$ cat config.mk
export PLATFORM = sky130hd
export DESIGN_NAME = wcp_capture_port
export DESIGN_NICKNAME = d
export VERILOG_FILES = /design/src/core/wcp_capture_port.v /design/src/core/wcp_sample_mem.v
export VERILOG_INCLUDE_DIRS = /design/src /design/src/core
export SDC_FILE = /design/constraint.sdc
export NUM_CORES = 1
export LEC_CHECK = 0
export ABC_AREA = 1
export BUFFER_PORTS_ARGS = -buffer_cell sky130_fd_sc_hd__clkbuf_2
export CORE_AREA = 2 2 273 221
export CTS_CLUSTER_SIZE = 14
export DETAILED_ROUTE_END_ITERATION = 8
export DIE_AREA = 0 0 275 223
export GPL_ROUTABILITY_DRIVEN = 0
export PLACE_DENSITY = 0.48
export SLEW_MARGIN = 20
export SYNTH_ARGS = -nofsm -noshare
export SYNTH_HDL_FRONTEND = slang
export SYNTH_SLANG_ARGS = --single-unit
$ cat constraint.sdc
create_clock -name clock -period 4.6 [get_ports clock]
set_clock_uncertainty 0.2 [all_clocks]
set_input_delay 0.46 -clock clock [delete_from_list [all_inputs] [get_ports clock]]
set_output_delay 0.46 -clock clock [all_outputs]
set_load 0.02 [all_outputs]
$ cat src/core/wcp_regs.vh
// Register map, field positions, reset values and timing figures of the capture port
`ifndef WCP_REGS_VH
`define WCP_REGS_VH

// Register indices on the plain register port
`define WCP_ADDR_W 4
`define WCP_REG_GEN_CFG 4'h0
`define WCP_REG_PORT_CFG 4'h1
`define WCP_REG_STATUS 4'h2

// General configuration fields
`define WCP_GEN_EN_BIT 6
`define WCP_GEN_RST 8'h00

// Port configuration fields
`define WCP_CFG_CLK_BIT 0
`define WCP_CFG_SIZE_BIT 1
`define WCP_CFG_GAP_BIT 2
`define WCP_CFG_SET_LO 3
`define WCP_CFG_SET_HI 4
`define WCP_CFG_POL_BIT 5
`define WCP_CFG_STORE_MASK 8'h3f
`define WCP_CFG_RST 8'h00

// Word-set codes
`define WCP_SET_ALL 2'b00
`define WCP_SET_WAVE 2'b01
`define WCP_SET_POWER 2'b10

// Word indices in the sample memory
`define WCP_IDX_FIRST 4'h0
`define WCP_IDX_LAST_WAVE 4'h6
`define WCP_IDX_FIRST_POWER 4'h7
`define WCP_IDX_LAST 4'hf

// Package geometry
`define WCP_WORD_LAST_BIT 5'h1f
`define WCP_BYTE_LAST_BIT 3'h7
`define WCP_GAP_HALVES 4'he

// Timing, in picoseconds and nanoseconds
`define WCP_CLK_PERIOD_PS 20000
`define WCP_HALF_FAST_PS 62500
`define WCP_HALF_SLOW_PS 125000
`define WCP_SAMPLE_PERIOD_NS 125000
`define WCP_CLK_PERIOD_NS 20

`endif

$ cat src/core/wcp_capture_port.v
// Waveform capture serial master: streams measurement words out each sampling cycle
//
// Behaviour
// - Port off after reset; runs only while general-config enable bit is one.
// - Enable bit ignored unless host link is in I2C mode.
// - Each 24-bit signed word is sign extended to 32 bits.
// - Port is master only: drives clock, select and data, receives nothing.
// - After reset data and select outputs are high.
// - Clock-rate bit: zero gives fast serial clock, one gives half rate.
// - A new data bit appears at every falling serial clock edge.
// - Size bit picks 32-bit or 8-bit packages; MSB first.
// - Gap bit set inserts seven idle clock cycles between packages.
// - With gap bit clear, size bit is ignored; bits stream continuously.
// - Set code 00 sends all sixteen words, samples first then powers.
// - Set code 01 sends the seven current and voltage samples.
// - Set code 10 sends the nine phase powers.
// - Set code 11 behaves exactly like 00.
// - Polarity zero: select high idle, low in packages, high in gaps.
// - Polarity one: select low idle, high in packages, low in gaps.
// - Writes to the two top config bits change nothing.
// - Transfer shorter than a sample period starts every sampling cycle.
// - Longer transfer runs only in first of each pair of sampling cycles.
`timescale 1ns/1ps
`include "wcp_regs.vh"
module wcp_capture_port #(
  parameter SAMPLE_CYCLES = `WCP_SAMPLE_PERIOD_NS / `WCP_CLK_PERIOD_NS,
  parameter DATA_W = 24
) (
  input wire clock,
  input wire rst_b,
  input wire host_link_i2c,
  input wire [`WCP_ADDR_W-1:0] reg_addr,
  input wire [7:0] reg_wdata,
  input wire reg_wr,
  input wire reg_rd,
  output reg [7:0] reg_rdata_q,
  input wire sample_wr,
  input wire [3:0] sample_idx,
  input wire [DATA_W-1:0] sample_data,
  output reg sample_tick_q,
  output reg serial_clock_out_q,
  output reg serial_data_out_q,
  output reg select_out_q
);

  // ------------------------------------------------------------------
  // Timing constants
  // ------------------------------------------------------------------
  // Longest half period that fits, so the link never runs slow
  localparam integer HALF_FAST_I = `WCP_HALF_FAST_PS / `WCP_CLK_PERIOD_PS;
  localparam integer HALF_SLOW_I = `WCP_HALF_SLOW_PS / `WCP_CLK_PERIOD_PS;
  localparam [3:0] HALF_FAST = HALF_FAST_I[3:0];
  localparam [3:0] HALF_SLOW = HALF_SLOW_I[3:0];

  localparam [1:0] ST_IDLE = 2'd0;
  localparam [1:0] ST_SHIFT = 2'd1;
  localparam [1:0] ST_GAP = 2'd2;

  // ------------------------------------------------------------------
  // Functions
  // ------------------------------------------------------------------
  function [3:0] first_idx;
    input [1:0] set;
    begin
      if (set == `WCP_SET_POWER) begin
        first_idx = `WCP_IDX_FIRST_POWER;
      end else begin
        first_idx = `WCP_IDX_FIRST;
      end
    end
  endfunction

  function [3:0] last_idx;
    input [1:0] set;
    begin
      if (set == `WCP_SET_WAVE) begin
        last_idx = `WCP_IDX_LAST_WAVE;
      end else begin
        last_idx = `WCP_IDX_LAST;
      end
    end
  endfunction

  function [31:0] sign_ext;
    input [DATA_W-1:0] v;
    begin
      sign_ext = {{(32-DATA_W){v[DATA_W-1]}}, v};
    end
  endfunction

  // ------------------------------------------------------------------
  // Reset release and pin synchronisers
  // ------------------------------------------------------------------
  reg rst_meta_q;
  reg rst_sync_q;
  reg i2c_meta_q;
  reg i2c_q;

  always @(posedge clock or negedge rst_b) begin
    if (!rst_b) begin
      rst_meta_q <= 1'b0;
      rst_sync_q <= 1'b0;
    end else begin
      rst_meta_q <= 1'b1;
      rst_sync_q <= rst_meta_q;
    end
  end

  always @(posedge clock or negedge rst_sync_q) begin
    if (!rst_sync_q) begin
      i2c_meta_q <= 1'b0;
      i2c_q <= 1'b0;
    end else begin
      i2c_meta_q <= host_link_i2c;
      i2c_q <= i2c_meta_q;
    end
  end

  // ------------------------------------------------------------------
  // Registers
  // ------------------------------------------------------------------
  reg gen_en_q;
  reg [7:0] port_cfg_q;
  reg [1:0] state_q;
  reg skipped_q;
  wire run_en;
  wire busy;

  // Enable only honoured in I2C host mode
  assign run_en = gen_en_q & i2c_q;
  assign busy = (state_q != ST_IDLE);

  always @(posedge clock or negedge rst_sync_q) begin
    if (!rst_sync_q) begin
      gen_en_q <= 1'b0;
      port_cfg_q <= `WCP_CFG_RST;
      reg_rdata_q <= 8'h00;
    end else begin
      if (reg_wr && reg_addr == `WCP_REG_GEN_CFG) begin
        gen_en_q <= reg_wdata[`WCP_GEN_EN_BIT];
      end
      if (reg_wr && reg_addr == `WCP_REG_PORT_CFG) begin
        port_cfg_q <= reg_wdata & `WCP_CFG_STORE_MASK;
      end
      if (reg_rd) begin
        case (reg_addr)
          `WCP_REG_GEN_CFG: begin
            reg_rdata_q <= {1'b0, gen_en_q, 6'h00};
          end
          `WCP_REG_PORT_CFG: begin
            reg_rdata_q <= port_cfg_q;
          end
          `WCP_REG_STATUS: begin
            reg_rdata_q <= {5'h00, skipped_q, i2c_q, busy};
          end
          default: begin
            reg_rdata_q <= 8'h00;
          end
        endcase
      end else begin
        reg_rdata_q <= 8'h00;
      end
    end
  end

  wire cfg_slow = port_cfg_q[`WCP_CFG_CLK_BIT];
  wire cfg_size8 = port_cfg_q[`WCP_CFG_SIZE_BIT];
  wire cfg_gap = port_cfg_q[`WCP_CFG_GAP_BIT];
  wire [1:0] cfg_set = port_cfg_q[`WCP_CFG_SET_HI:`WCP_CFG_SET_LO];
  wire cfg_pol = port_cfg_q[`WCP_CFG_POL_BIT];

  // ------------------------------------------------------------------
  // Sampling-cycle timer
  // ------------------------------------------------------------------
  reg [15:0] smp_cnt_q;

  always @(posedge clock or negedge rst_sync_q) begin
    if (!rst_sync_q) begin
      smp_cnt_q <= 16'h0000;
      sample_tick_q <= 1'b0;
    end else begin
      if (smp_cnt_q == SAMPLE_CYCLES[15:0] - 16'h0001) begin
        smp_cnt_q <= 16'h0000;
        sample_tick_q <= 1'b1;
      end else begin
        smp_cnt_q <= smp_cnt_q + 16'h0001;
        sample_tick_q <= 1'b0;
      end
    end
  end

  // ------------------------------------------------------------------
  // Sample memory
  // ------------------------------------------------------------------
  reg [3:0] word_q;
  wire [DATA_W-1:0] mem_rdata;

  wcp_sample_mem #(
    .DATA_W(DATA_W),
    .ADDR_W(4)
  ) u_mem (
    .clock(clock),
    .wr_en(sample_wr),
    .wr_addr(sample_idx),
    .wr_data(sample_data),
    .rd_addr(word_q),
    .rd_data_q(mem_rdata)
  );

  // ------------------------------------------------------------------
  // Serial clock half-period divider
  // ------------------------------------------------------------------
  reg [3:0] half_cnt_q;
  wire [3:0] half_len = cfg_slow ? HALF_SLOW : HALF_FAST;
  wire half_tick = busy && (half_cnt_q == half_len - 4'h1);

  always @(posedge clock or negedge rst_sync_q) begin
    if (!rst_sync_q) begin
      half_cnt_q <= 4'h0;
    end else if (!busy || half_tick) begin
      half_cnt_q <= 4'h0;
    end else begin
      half_cnt_q <= half_cnt_q + 4'h1;
    end
  end

  // ------------------------------------------------------------------
  // Transfer sequencer
  // ------------------------------------------------------------------
  reg [4:0] bit_q;
  reg [3:0] gap_q;
  reg [31:0] shift_q;
  reg act_q;

  // Package boundary: byte end only when gaps are on
  wire pkg_end = (cfg_gap && cfg_size8) ? (bit_q[2:0] == `WCP_BYTE_LAST_BIT)
                                        : (bit_q == `WCP_WORD_LAST_BIT);
  wire word_end = (bit_q == `WCP_WORD_LAST_BIT);
  wire last_word = (word_q == last_idx(cfg_set));
  wire [31:0] word_ext = sign_ext(mem_rdata);

  always @(posedge clock or negedge rst_sync_q) begin
    if (!rst_sync_q) begin
      state_q <= ST_IDLE;
      bit_q <= 5'h00;
      gap_q <= 4'h0;
      word_q <= 4'h0;
      shift_q <= 32'h0000_0000;
      act_q <= 1'b0;
      skipped_q <= 1'b0;
      serial_clock_out_q <= 1'b1;
      serial_data_out_q <= 1'b1;
    end else if (!run_en) begin
      state_q <= ST_IDLE;
      act_q <= 1'b0;
      serial_clock_out_q <= 1'b1;
      serial_data_out_q <= 1'b1;
    end else begin
      case (state_q)
        ST_IDLE: begin
          serial_clock_out_q <= 1'b1;
          serial_data_out_q <= 1'b1;
          act_q <= 1'b0;
          if (sample_tick_q) begin
            state_q <= ST_SHIFT;
            word_q <= first_idx(cfg_set);
            bit_q <= 5'h00;
            act_q <= 1'b1;
            skipped_q <= 1'b0;
          end
        end
        ST_SHIFT: begin
          if (half_tick && serial_clock_out_q) begin
            serial_clock_out_q <= 1'b0;
            if (bit_q == 5'h00) begin
              serial_data_out_q <= word_ext[31];
              shift_q <= {word_ext[30:0], 1'b0};
            end else begin
              serial_data_out_q <= shift_q[31];
              shift_q <= {shift_q[30:0], 1'b0};
            end
          end else if (half_tick) begin
            // Rising edge: receiver takes the bit here
            serial_clock_out_q <= 1'b1;
            bit_q <= bit_q + 5'h01;
            if (word_end && last_word) begin
              // Data returns high in idle, never on the sampling edge
              state_q <= ST_IDLE;
              act_q <= 1'b0;
            end else begin
              if (word_end) begin
                word_q <= word_q + 4'h1;
              end
              if (pkg_end && cfg_gap) begin
                state_q <= ST_GAP;
                gap_q <= 4'h0;
                act_q <= 1'b0;
              end
            end
          end
        end
        ST_GAP: begin
          // Clock held high through the gap
          if (half_tick) begin
            if (gap_q == `WCP_GAP_HALVES - 4'h1) begin
              state_q <= ST_SHIFT;
              act_q <= 1'b1;
            end else begin
              gap_q <= gap_q + 4'h1;
            end
          end
        end
        default: begin
          state_q <= ST_IDLE;
        end
      endcase
      // A tick landing mid-transfer is dropped, halving the rate
      if (sample_tick_q && busy) begin
        skipped_q <= 1'b1;
      end
    end
  end

  // ------------------------------------------------------------------
  // Select output
  // ------------------------------------------------------------------
  always @(posedge clock or negedge rst_sync_q) begin
    if (!rst_sync_q) begin
      select_out_q <= 1'b1;
    end else begin
      select_out_q <= act_q ? cfg_pol : ~cfg_pol;
    end
  end

  // Only outputs exist on the link side; nothing is received

endmodule // wcp_capture_port

$ cat src/core/wcp_sample_mem.v
// Sixteen-word store of the latest measurement values, registered read
`timescale 1ns/1ps
module wcp_sample_mem #(
  parameter DATA_W = 24,
  parameter ADDR_W = 4
) (
  input wire clock,
  input wire wr_en,
  input wire [ADDR_W-1:0] wr_addr,
  input wire [DATA_W-1:0] wr_data,
  input wire [ADDR_W-1:0] rd_addr,
  output reg [DATA_W-1:0] rd_data_q
);

  reg [DATA_W-1:0] mem [0:(1<<ADDR_W)-1];

  always @(posedge clock) begin
    if (wr_en) begin
      mem[wr_addr] <= wr_data;
    end
    rd_data_q <= mem[rd_addr];
  end

endmodule // wcp_sample_mem

==> results of run 1 <==
[per-layer routing]
metal | track usage (%) | routed length [microns]
met1 | 23.3 | 23700
met2 | 28.4 | 25000
met3 | 2.31 | 1740
met4 | 3.87 | 807
met5 | 0 | 0
[power by group through the flow]
stage	registers, W	clock network [W]	logic [W]
2_1_floorplan	0.00542	0	0.00231
3_3_place_gp	0.00554	0	0.00309
3_5_place_dp	0.00554	0	0.00311
4_1_cts	0.00545	0.00420	0.00314
5_1_grt	0.00549	0.00437	0.00352
6_report	0.00545	0.00409	0.00309
[worst paths after layout]
| check | endpoint | slack [ns] | depth (start not counted) |
|---|---|---|---|
| min | rst_meta_q | 0.03 | 2 |
| max | u_mem.rd_data_q[15] | 1.76 | 5 |
| min reg2reg | i2c_q | 0.15 | 0 |
| max in group asynchronous | word_q[1] | 2.97 | 1 |
| max reg2reg | u_mem.rd_data_q[15] | 1.76 | 5 |
| min in group clock | reg_rdata_q[1] | 0.05 | 5 |
[sequential cells by signal, summed over array words and instances, names as in the netlist]
register and flops:
half_cnt_q 4, reg_rdata_q 7, act_q 1, smp_cnt_q 16, rst_sync_q 1, u_mem.mem 384
serial_clock_out_q 1, serial_data_out_q 1, i2c_meta_q 1, skipped_q 1, shift_q 31, rst_meta_q 1
sample_tick_q 1, u_mem.rd_data_q 24, bit_q 5, i2c_q 1, word_q 4, gap_q 4
state_q 2, select_out_q 1, gen_en_q 1, port_cfg_q 6
[cell families after synthesis]
| logic type | count (synthesis) | synth area share, % |
|---|---|---|
| buffers and inverters | 198 | 4.43 |
| and+or+nand+nor | 673 | 13.9 |
| xor gates and xnor gates | 12 | 0.516 |
| other | 2 | 0.0369 |
| AOI/OAI and AO/OA | 362 | 10.2 |
| adders and majority gates | 14 | 0.860 |
| DFF | 498 | 70.1 |
[final cells by class]
class                   count  area (sq um)  share of cell area [%]
flip-flops and latches    498         14300                    61.1
multi-input cells        1063          5310                    22.7
clock buffers              75          1420                    6.07
well taps                 779           975                    4.17
repair buffers             95           751                    3.21
inverters                 110           419                    1.79
clock inverters            21           220                   0.942
[worst reg2reg max path: stages, from the launching register on]
cell and delay, ns:
dfrtp_4 0.90, buf_4 0.80, o21ai_0 0.26, o22ai_1 0.32, nor2_1 0.09, o21ai_1 0.17
[stage by stage]
step / util (%) / total power (W) / worst slack [ns] / instances / hold slack [ns]
floorplan: - / 0.00773 / 1.71 / 1759 / -0.0356
global placement: 36.4 / 0.00863 / 1.80 / 2524 / 0.0480
detailed placement: 36.7 / 0.00865 / 1.80 / 2530 / 0.0473
CTS: 39.7 / 0.0128 / 1.71 / 2641 / 0.0131
global route: 39.7 / 0.0134 / 1.52 / 2641 / 0.0387
finish: 39.7 / 0.0126 / 1.76 / 2641 / 0.0309
[cell usage in the layout, fill, tap and decap left out, types with 5 or more instances in the layout]
master         instances
edfxtp_1             384
nand2_1              274
nor2_1               272
o21ai_0              174
inv_1                102
dfrtp_1               84
nand3_1               56
clkbuf_2              55
clkbuf_16             53
a21oi_1               48
o211ai_1              38
o22ai_1               34
o21ai_1               26
o31ai_1               24
dfxtp_1               24
clkbuf_1              21
nor2_4                20
o2111ai_1             16
buf_4                 16
nand4_1               15
dlygate4sd3_1         15
ha_1                  14
clkinv_2              10
xor2_1                 8
nor3_1                 8
inv_2                  6
nand2_2                5
clkinv_1               5
[repair_timing]
| item | 4_1_cts | 5_1_grt |
|---|---|---|
| endpoints found under the hold margin | 17 | 0 |
| gates resized for setup | 0 | 0 |
| hold buffers | 15 | 0 |
==> run_results.csv, run 1 <==
group,metric,value,unit
power_and_ir_drop,p_sw,0.00415,W
global_route,antenna_found_initial,0,
power_and_ir_drop,power.share.sequential,43.1,%
logic_synthesis,yosysMostFrequentCell,"edfxtp_1",
routing,vias,13000,
floorplan,die_h,223,microns
sta,setup_viol,0,
global_route,overflow,0,
sta,maxSlewViolCount,0,
logic_synthesis,ys_warn_count,0,
logic_synthesis,async_flop_share,18.1,%
logic_synthesis,netlist_instances,1759,
power_and_ir_drop,intPower,0.00847,W
routing,wl_per_cell,19.4,microns
routing,wl,51200,microns
logic_synthesis,synth_common_cells,"384 x edfxtp_1, 289 x nor2_1, 274 x nand2_1",
critical_path,worst_path_dominant_cell_family,"flip-flops",
logic_synthesis,syn_area,0.0204,sq mm
power_and_ir_drop,power_frac_clock,32.4,%
clock_tree,numCtsBuffers,51,
critical_path,crit_chain,"buf_4, o21ai_0, o22ai_1, nor2_1, o21ai_1",
place,dp_hpwl,28000,microns
logic_synthesis,synth-edff-count,384,
critical_path,startpoint_type,"flop",
final_layout,area_growth,14.8,%
sta,max_clock_freq,352,MHz
clock_tree,clockRootBuffer,"clkbuf_16",
power_and_ir_drop,p_per_area,540,mW/mm^2
logic_synthesis,synth.ff_latch_count,498,
clock_tree,cts_tree,"built",
power_and_ir_drop,power.static_leakage,8.49,nW
logic_synthesis,yosysTopAreaCellShare,56.6,%
logic_synthesis,avgSynthCellArea,11.6,sq um
clock_tree,clkSlewWorstSetupHoldPaths,0.06,ns
critical_path,critPathArrivalTime,3.15,ns
routing,via_per_inst,4.92,
logic_synthesis,synth_cell_types,44,
logic_synthesis,synth_flop_cell,"edfxtp_1",
sta,hold_viol,0,
power_and_ir_drop,ir_drop,569,uV
final_layout,fin_nets,1879,
floorplan,initial_utilization,34.6,%
routing,drc,0,
power_and_ir_drop,combPwrFrac,24.5,%
clock_tree,clkSinkCount,498,
final_layout,final_cell_area,0.0234,sq mm
clock_tree,htree_levels,2,
floorplan,die_area,0.0613,sq mm
critical_path,slowest_stage,"dfrtp_4",
routing,drtAntennaViolNets,0,
floorplan,die_x,275,microns
final_layout,diodes,0,
run,maxCapViolCount,0,
hold_path,hold_path.class,"in -> async",
floorplan,rows,80,
critical_path,crit_fanout,71,
critical_path,end_kind,"flop",
clock_tree,cts_setup_buffers,0,
critical_path,path_buf_inv,1,
sta,setup-tns-final,0,ns
global_route,grt_pass1_vias,12800,
global_route,grt_max_degree,214,
clock_tree,cts_max_path_buffers,3,
floorplan,core_area,0.0589,sq mm
floorplan,io_pins,58,
clock_tree,insertion_delay,0.60,ns
place,post_dp_cell_area,0.0216,sq mm
sta,post-route-period-util,61.7,%
power_and_ir_drop,switching_share,32.9,%
critical_path,path_class,"reg -> reg",
critical_path,crit_start,"word_q[1]",
final_layout,fill_cells,5622,
critical_path,worstReg2RegStart,"word_q[1]",
final_layout,drive_gt1_share,11.0,%
sta,slew_headroom,27.9,%
sta,grt_setup_unrepaired,"false",
logic_synthesis,synth_nets,1819,
sta,tightest_slew,1.08,ns
place,io_buffer_count,55,
routing,first_pass_iters,5,
global_route,grt_use_total,16.9,%
critical_path,cp.required,4.91,ns
global_route,grt_pass1_wl,78600,microns
logic_synthesis,netlist_top_cells_area,"edfxtp_1 57%, dfrtp_1 11%, nor2_1 5.3%, nand2_1 5.1%, o21ai_0 4.3%",
sta,fin_crit,2.84,ns
logic_synthesis,ys_seq_area_share,70.1,%
outcome,outcome,"finished, final reports clean",
critical_path,cpPeakStageDelay,0.90,ns
logic_synthesis,yosysTopAreaCell,"edfxtp_1",
routing,drt_iter0_markers,917,
(Power assumes the default switching activity.)
==> run 2: changes to the inputs <==
- ABC_AREA: 1 -> 0
- CORE_AREA: 2 2 273 221 -> 2 2 268 217
- DIE_AREA: 0 0 275 223 -> 0 0 270 219
- PLACE_DENSITY: 0.48 -> 0.49
- clock period: 4.6 -> 2.4 ns (I/O delays scaled with it)
==> run_results.csv, run 2 <==
group,metric,value,unit
critical_path,crit_fanout,3,
clock_tree,clkSlewWorstSetupHoldPaths,0.06,ns
hold_path,hold_path.class,"reg -> async",
critical_path,end_kind,"flop",
power_and_ir_drop,power.static_leakage,8.77,nW
routing,drt_iter0_markers,932,
logic_synthesis,synth-compound-area-share,7.09,%
sta,tightest_slew,0.549,ns
place,post_dp_cell_area,0.0216,sq mm
sta,fin_crit,2.48,ns
clock_tree,cts_max_path_buffers,3,
sta,hold_viol,0,
outcome,outcome,"finished with violations",
global_route,grt_pass1_vias,11100,
routing,wl_per_cell,21.9,microns
logic_synthesis,ys_warn_count,0,
logic_synthesis,yosysMostFrequentCell,"edfxtp_1",
floorplan,die_h,219,microns
sta,setup_viol,28,
logic_synthesis,yosysTopAreaCell,"edfxtp_1",
floorplan,die_area,0.0591,sq mm
run,maxCapViolCount,0,
routing,first_pass_iters,5,
sta,grt_setup_unrepaired,"true",
logic_synthesis,synth_fa_ha_area_share,0.893,%
routing,drtAntennaViolNets,0,
place,io_buffer_count,55,
floorplan,die_x,270,microns
power_and_ir_drop,combPwrFrac,2.9,%
floorplan,rows,78,
power_and_ir_drop,power_frac_clock,43.8,%
global_route,grt_use_total,15.8,%
logic_synthesis,synthSimpleGateAreaFrac,4.47,%
final_layout,fin_util,42.7,%
power_and_ir_drop,switching_share,21.0,%
outcome,violations,"negative setup slack",
logic_synthesis,synthMuxAreaShare,12.4,%
sta,slew_headroom,63.4,%
logic_synthesis,yosysTopAreaCellShare,58.8,%
routing,vias,11000,
floorplan,io_pins,58,
clock_tree,insertion_delay,0.60,ns
routing,drc,0,
logic_synthesis,synth_top_family_by_area,"multiplexers",
sta,max_clock_freq,403,MHz
logic_synthesis,synth_cell_types,68,
final_layout,mostFrequentLayoutCell,"edfxtp_1",
routing,wl,47700,microns
logic_synthesis,synth_common_cells,"384 x edfxtp_1, 96 x mux2i_1, 89 x o21ai_0",
critical_path,startpoint_type,"flop",
clock_tree,cts_tree,"built",
power_and_ir_drop,ir_drop,578,uV
final_layout,final_cell_mix,"384 x edfxtp_1, 96 x mux2i_1, 83 x dfrtp_1, 65 x buf_4, 59 x o21ai_0",
final_layout,fin_nets,1431,
logic_synthesis,synth_xor_area_share,0.804,%
logic_synthesis,syn_area,0.0196,sq mm
power_and_ir_drop,intPower,0.0141,W
power_and_ir_drop,p_per_area,744,mW/mm^2
clock_tree,clkSinkCount,498,
clock_tree,clockRootBuffer,"clkbuf_16",
logic_synthesis,synth.ff_latch_count,498,
critical_path,cp.required,2.71,ns
power_and_ir_drop,p_sw,0.00375,W
final_layout,final_cell_area,0.0240,sq mm
final_layout,reg_top3,"u_mem.mem: 384 flops, shift_q: 31 flops, u_mem.rd_data_q: 24 flops",
critical_path,critPathArrivalTime,2.78,ns
clock_tree,numCtsBuffers,51,
final_layout,regMostFlops,"u_mem.mem",
sta,post-route-period-util,103,%
logic_synthesis,synth-edff-count,384,
global_route,antenna_found_initial,1,
global_route,grt_max_degree,63,
logic_synthesis,async_flop_share,18.1,%
global_route,overflow,0,
sta,maxSlewViolCount,0,
critical_path,path_class,"reg -> reg",
logic_synthesis,netlist_top_cells_area,"edfxtp_1 59%, dfrtp_1 11%, mux4_2 5.5%, mux2i_1 4.9%, dfxtp_1 2.4%",
power_and_ir_drop,power.share.sequential,53.4,%
place,pre_cts_slack,-0.101,ns
routing,via_per_inst,5.05,
logic_synthesis,synth_nets,1246,
sta,worst_slack,-0.0784,ns
clock_tree,htree_levels,2,
sta,whs,0.0697,ns
global_route,grt_pass1_wl,70000,microns
final_layout,area_growth,22.6,%
floorplan,initial_utilization,34.8,%
final_layout,drive_gt1_share,27.3,%
floorplan,core_area,0.0563,sq mm
logic_synthesis,avgSynthCellArea,16.5,sq um
final_layout,largest_reg_flops,384,
logic_synthesis,netlist_instances,1186,
logic_synthesis,ys_seq_area_share,72.8,%
logic_synthesis,synth_flop_cell,"edfxtp_1",
place,dp_hpwl,25700,microns
[run 2: layer usage]
layer  wire, microns  part of all wire [%]  vias up  global-route usage (%)
li1                -                     -     5025                       -
met1           23600                    49     5673                    23.6
met2           21300                    45      228                    23.8
met3            2100                   4.4       64                    2.70
met4             756                   1.6        0                    3.81
met5               0                     0        -                       0
[run 2: final timing paths]
check                                    from           to  slack, ns  cells past startpoint
worst max-delay path            port_cfg_q[0]   state_q[1]      -0.08                      5
worst min-delay path               rst_sync_q   shift_q[2]       0.07                      0
worst max register to register  port_cfg_q[0]   state_q[1]      -0.08                      5
worst min register to register     rst_sync_q   shift_q[2]       0.07                      0
max in group asynchronous          rst_sync_q  shift_q[23]       1.26                      1
min in group clock              host_link_i2c   i2c_meta_q       0.12                      2
[run 2: metrics by stage]
stage / power (W) / instances / TNS [ns]
floorplan: 0.00990 / 1186 / -0.310
global placement: 0.0102 / 2025 / -1.05
detailed placement: 0.0102 / 2025 / -2.64
CTS: 0.0181 / 2164 / -0.281
global route: 0.0185 / 2175 / -4.54
finish: 0.0179 / 2175 / -0.712
[run 2: logic make-up after synthesis]
family	Yosys count
buffers and inverters	74
muxes	178
adders and majority gates	14
DFF	498
and+or+nand+nor	186
AOI/OAI and AO/OA	216
other	2
xor gates and xnor gates	18
[run 2: what timing repair did]
item	4_1_cts	5_1_grt
gates resized for setup	5	79
hold buffers	41	0
buffers inserted	2	4
cloned	0	6
endpoints found under the setup margin	40	42
pin swaps	1	17
hold endpoints to repair	401	0
[run 2: final cells by class]
cell class / instances / area [sq um]
inverters: 16 / 60.1
flip-flops and latches: 498 / 14300
clock inverters: 20 / 183
well taps: 760 / 951
repair buffers: 190 / 1720
diodes: 1 / 2.50
multi-input cells: 614 / 5360
clock buffers: 76 / 1500
fillers: 5052 / 32300
[run 2: critical path: stages (launching register included)]
cell	delay (ns)
dfrtp_1	0.37
or4b_4	0.56
a2111o_1	0.41
a221o_1	0.31
or4_1	0.41
o22ai_1	0.14
[run 2: power groups by stage]
stage | Clock, W | Sequential, W | Combinational (W)
final | 0.00783 | 0.00955 | 0.000514
after global routing | 0.00841 | 0.00957 | 0.000563
after CTS | 0.00805 | 0.00956 | 0.000518
after global placement | 0 | 0.00973 | 0.000451
after detailed placement | 0 | 0.00974 | 0.000458
after floorplan | 0 | 0.00973 | 0.000168
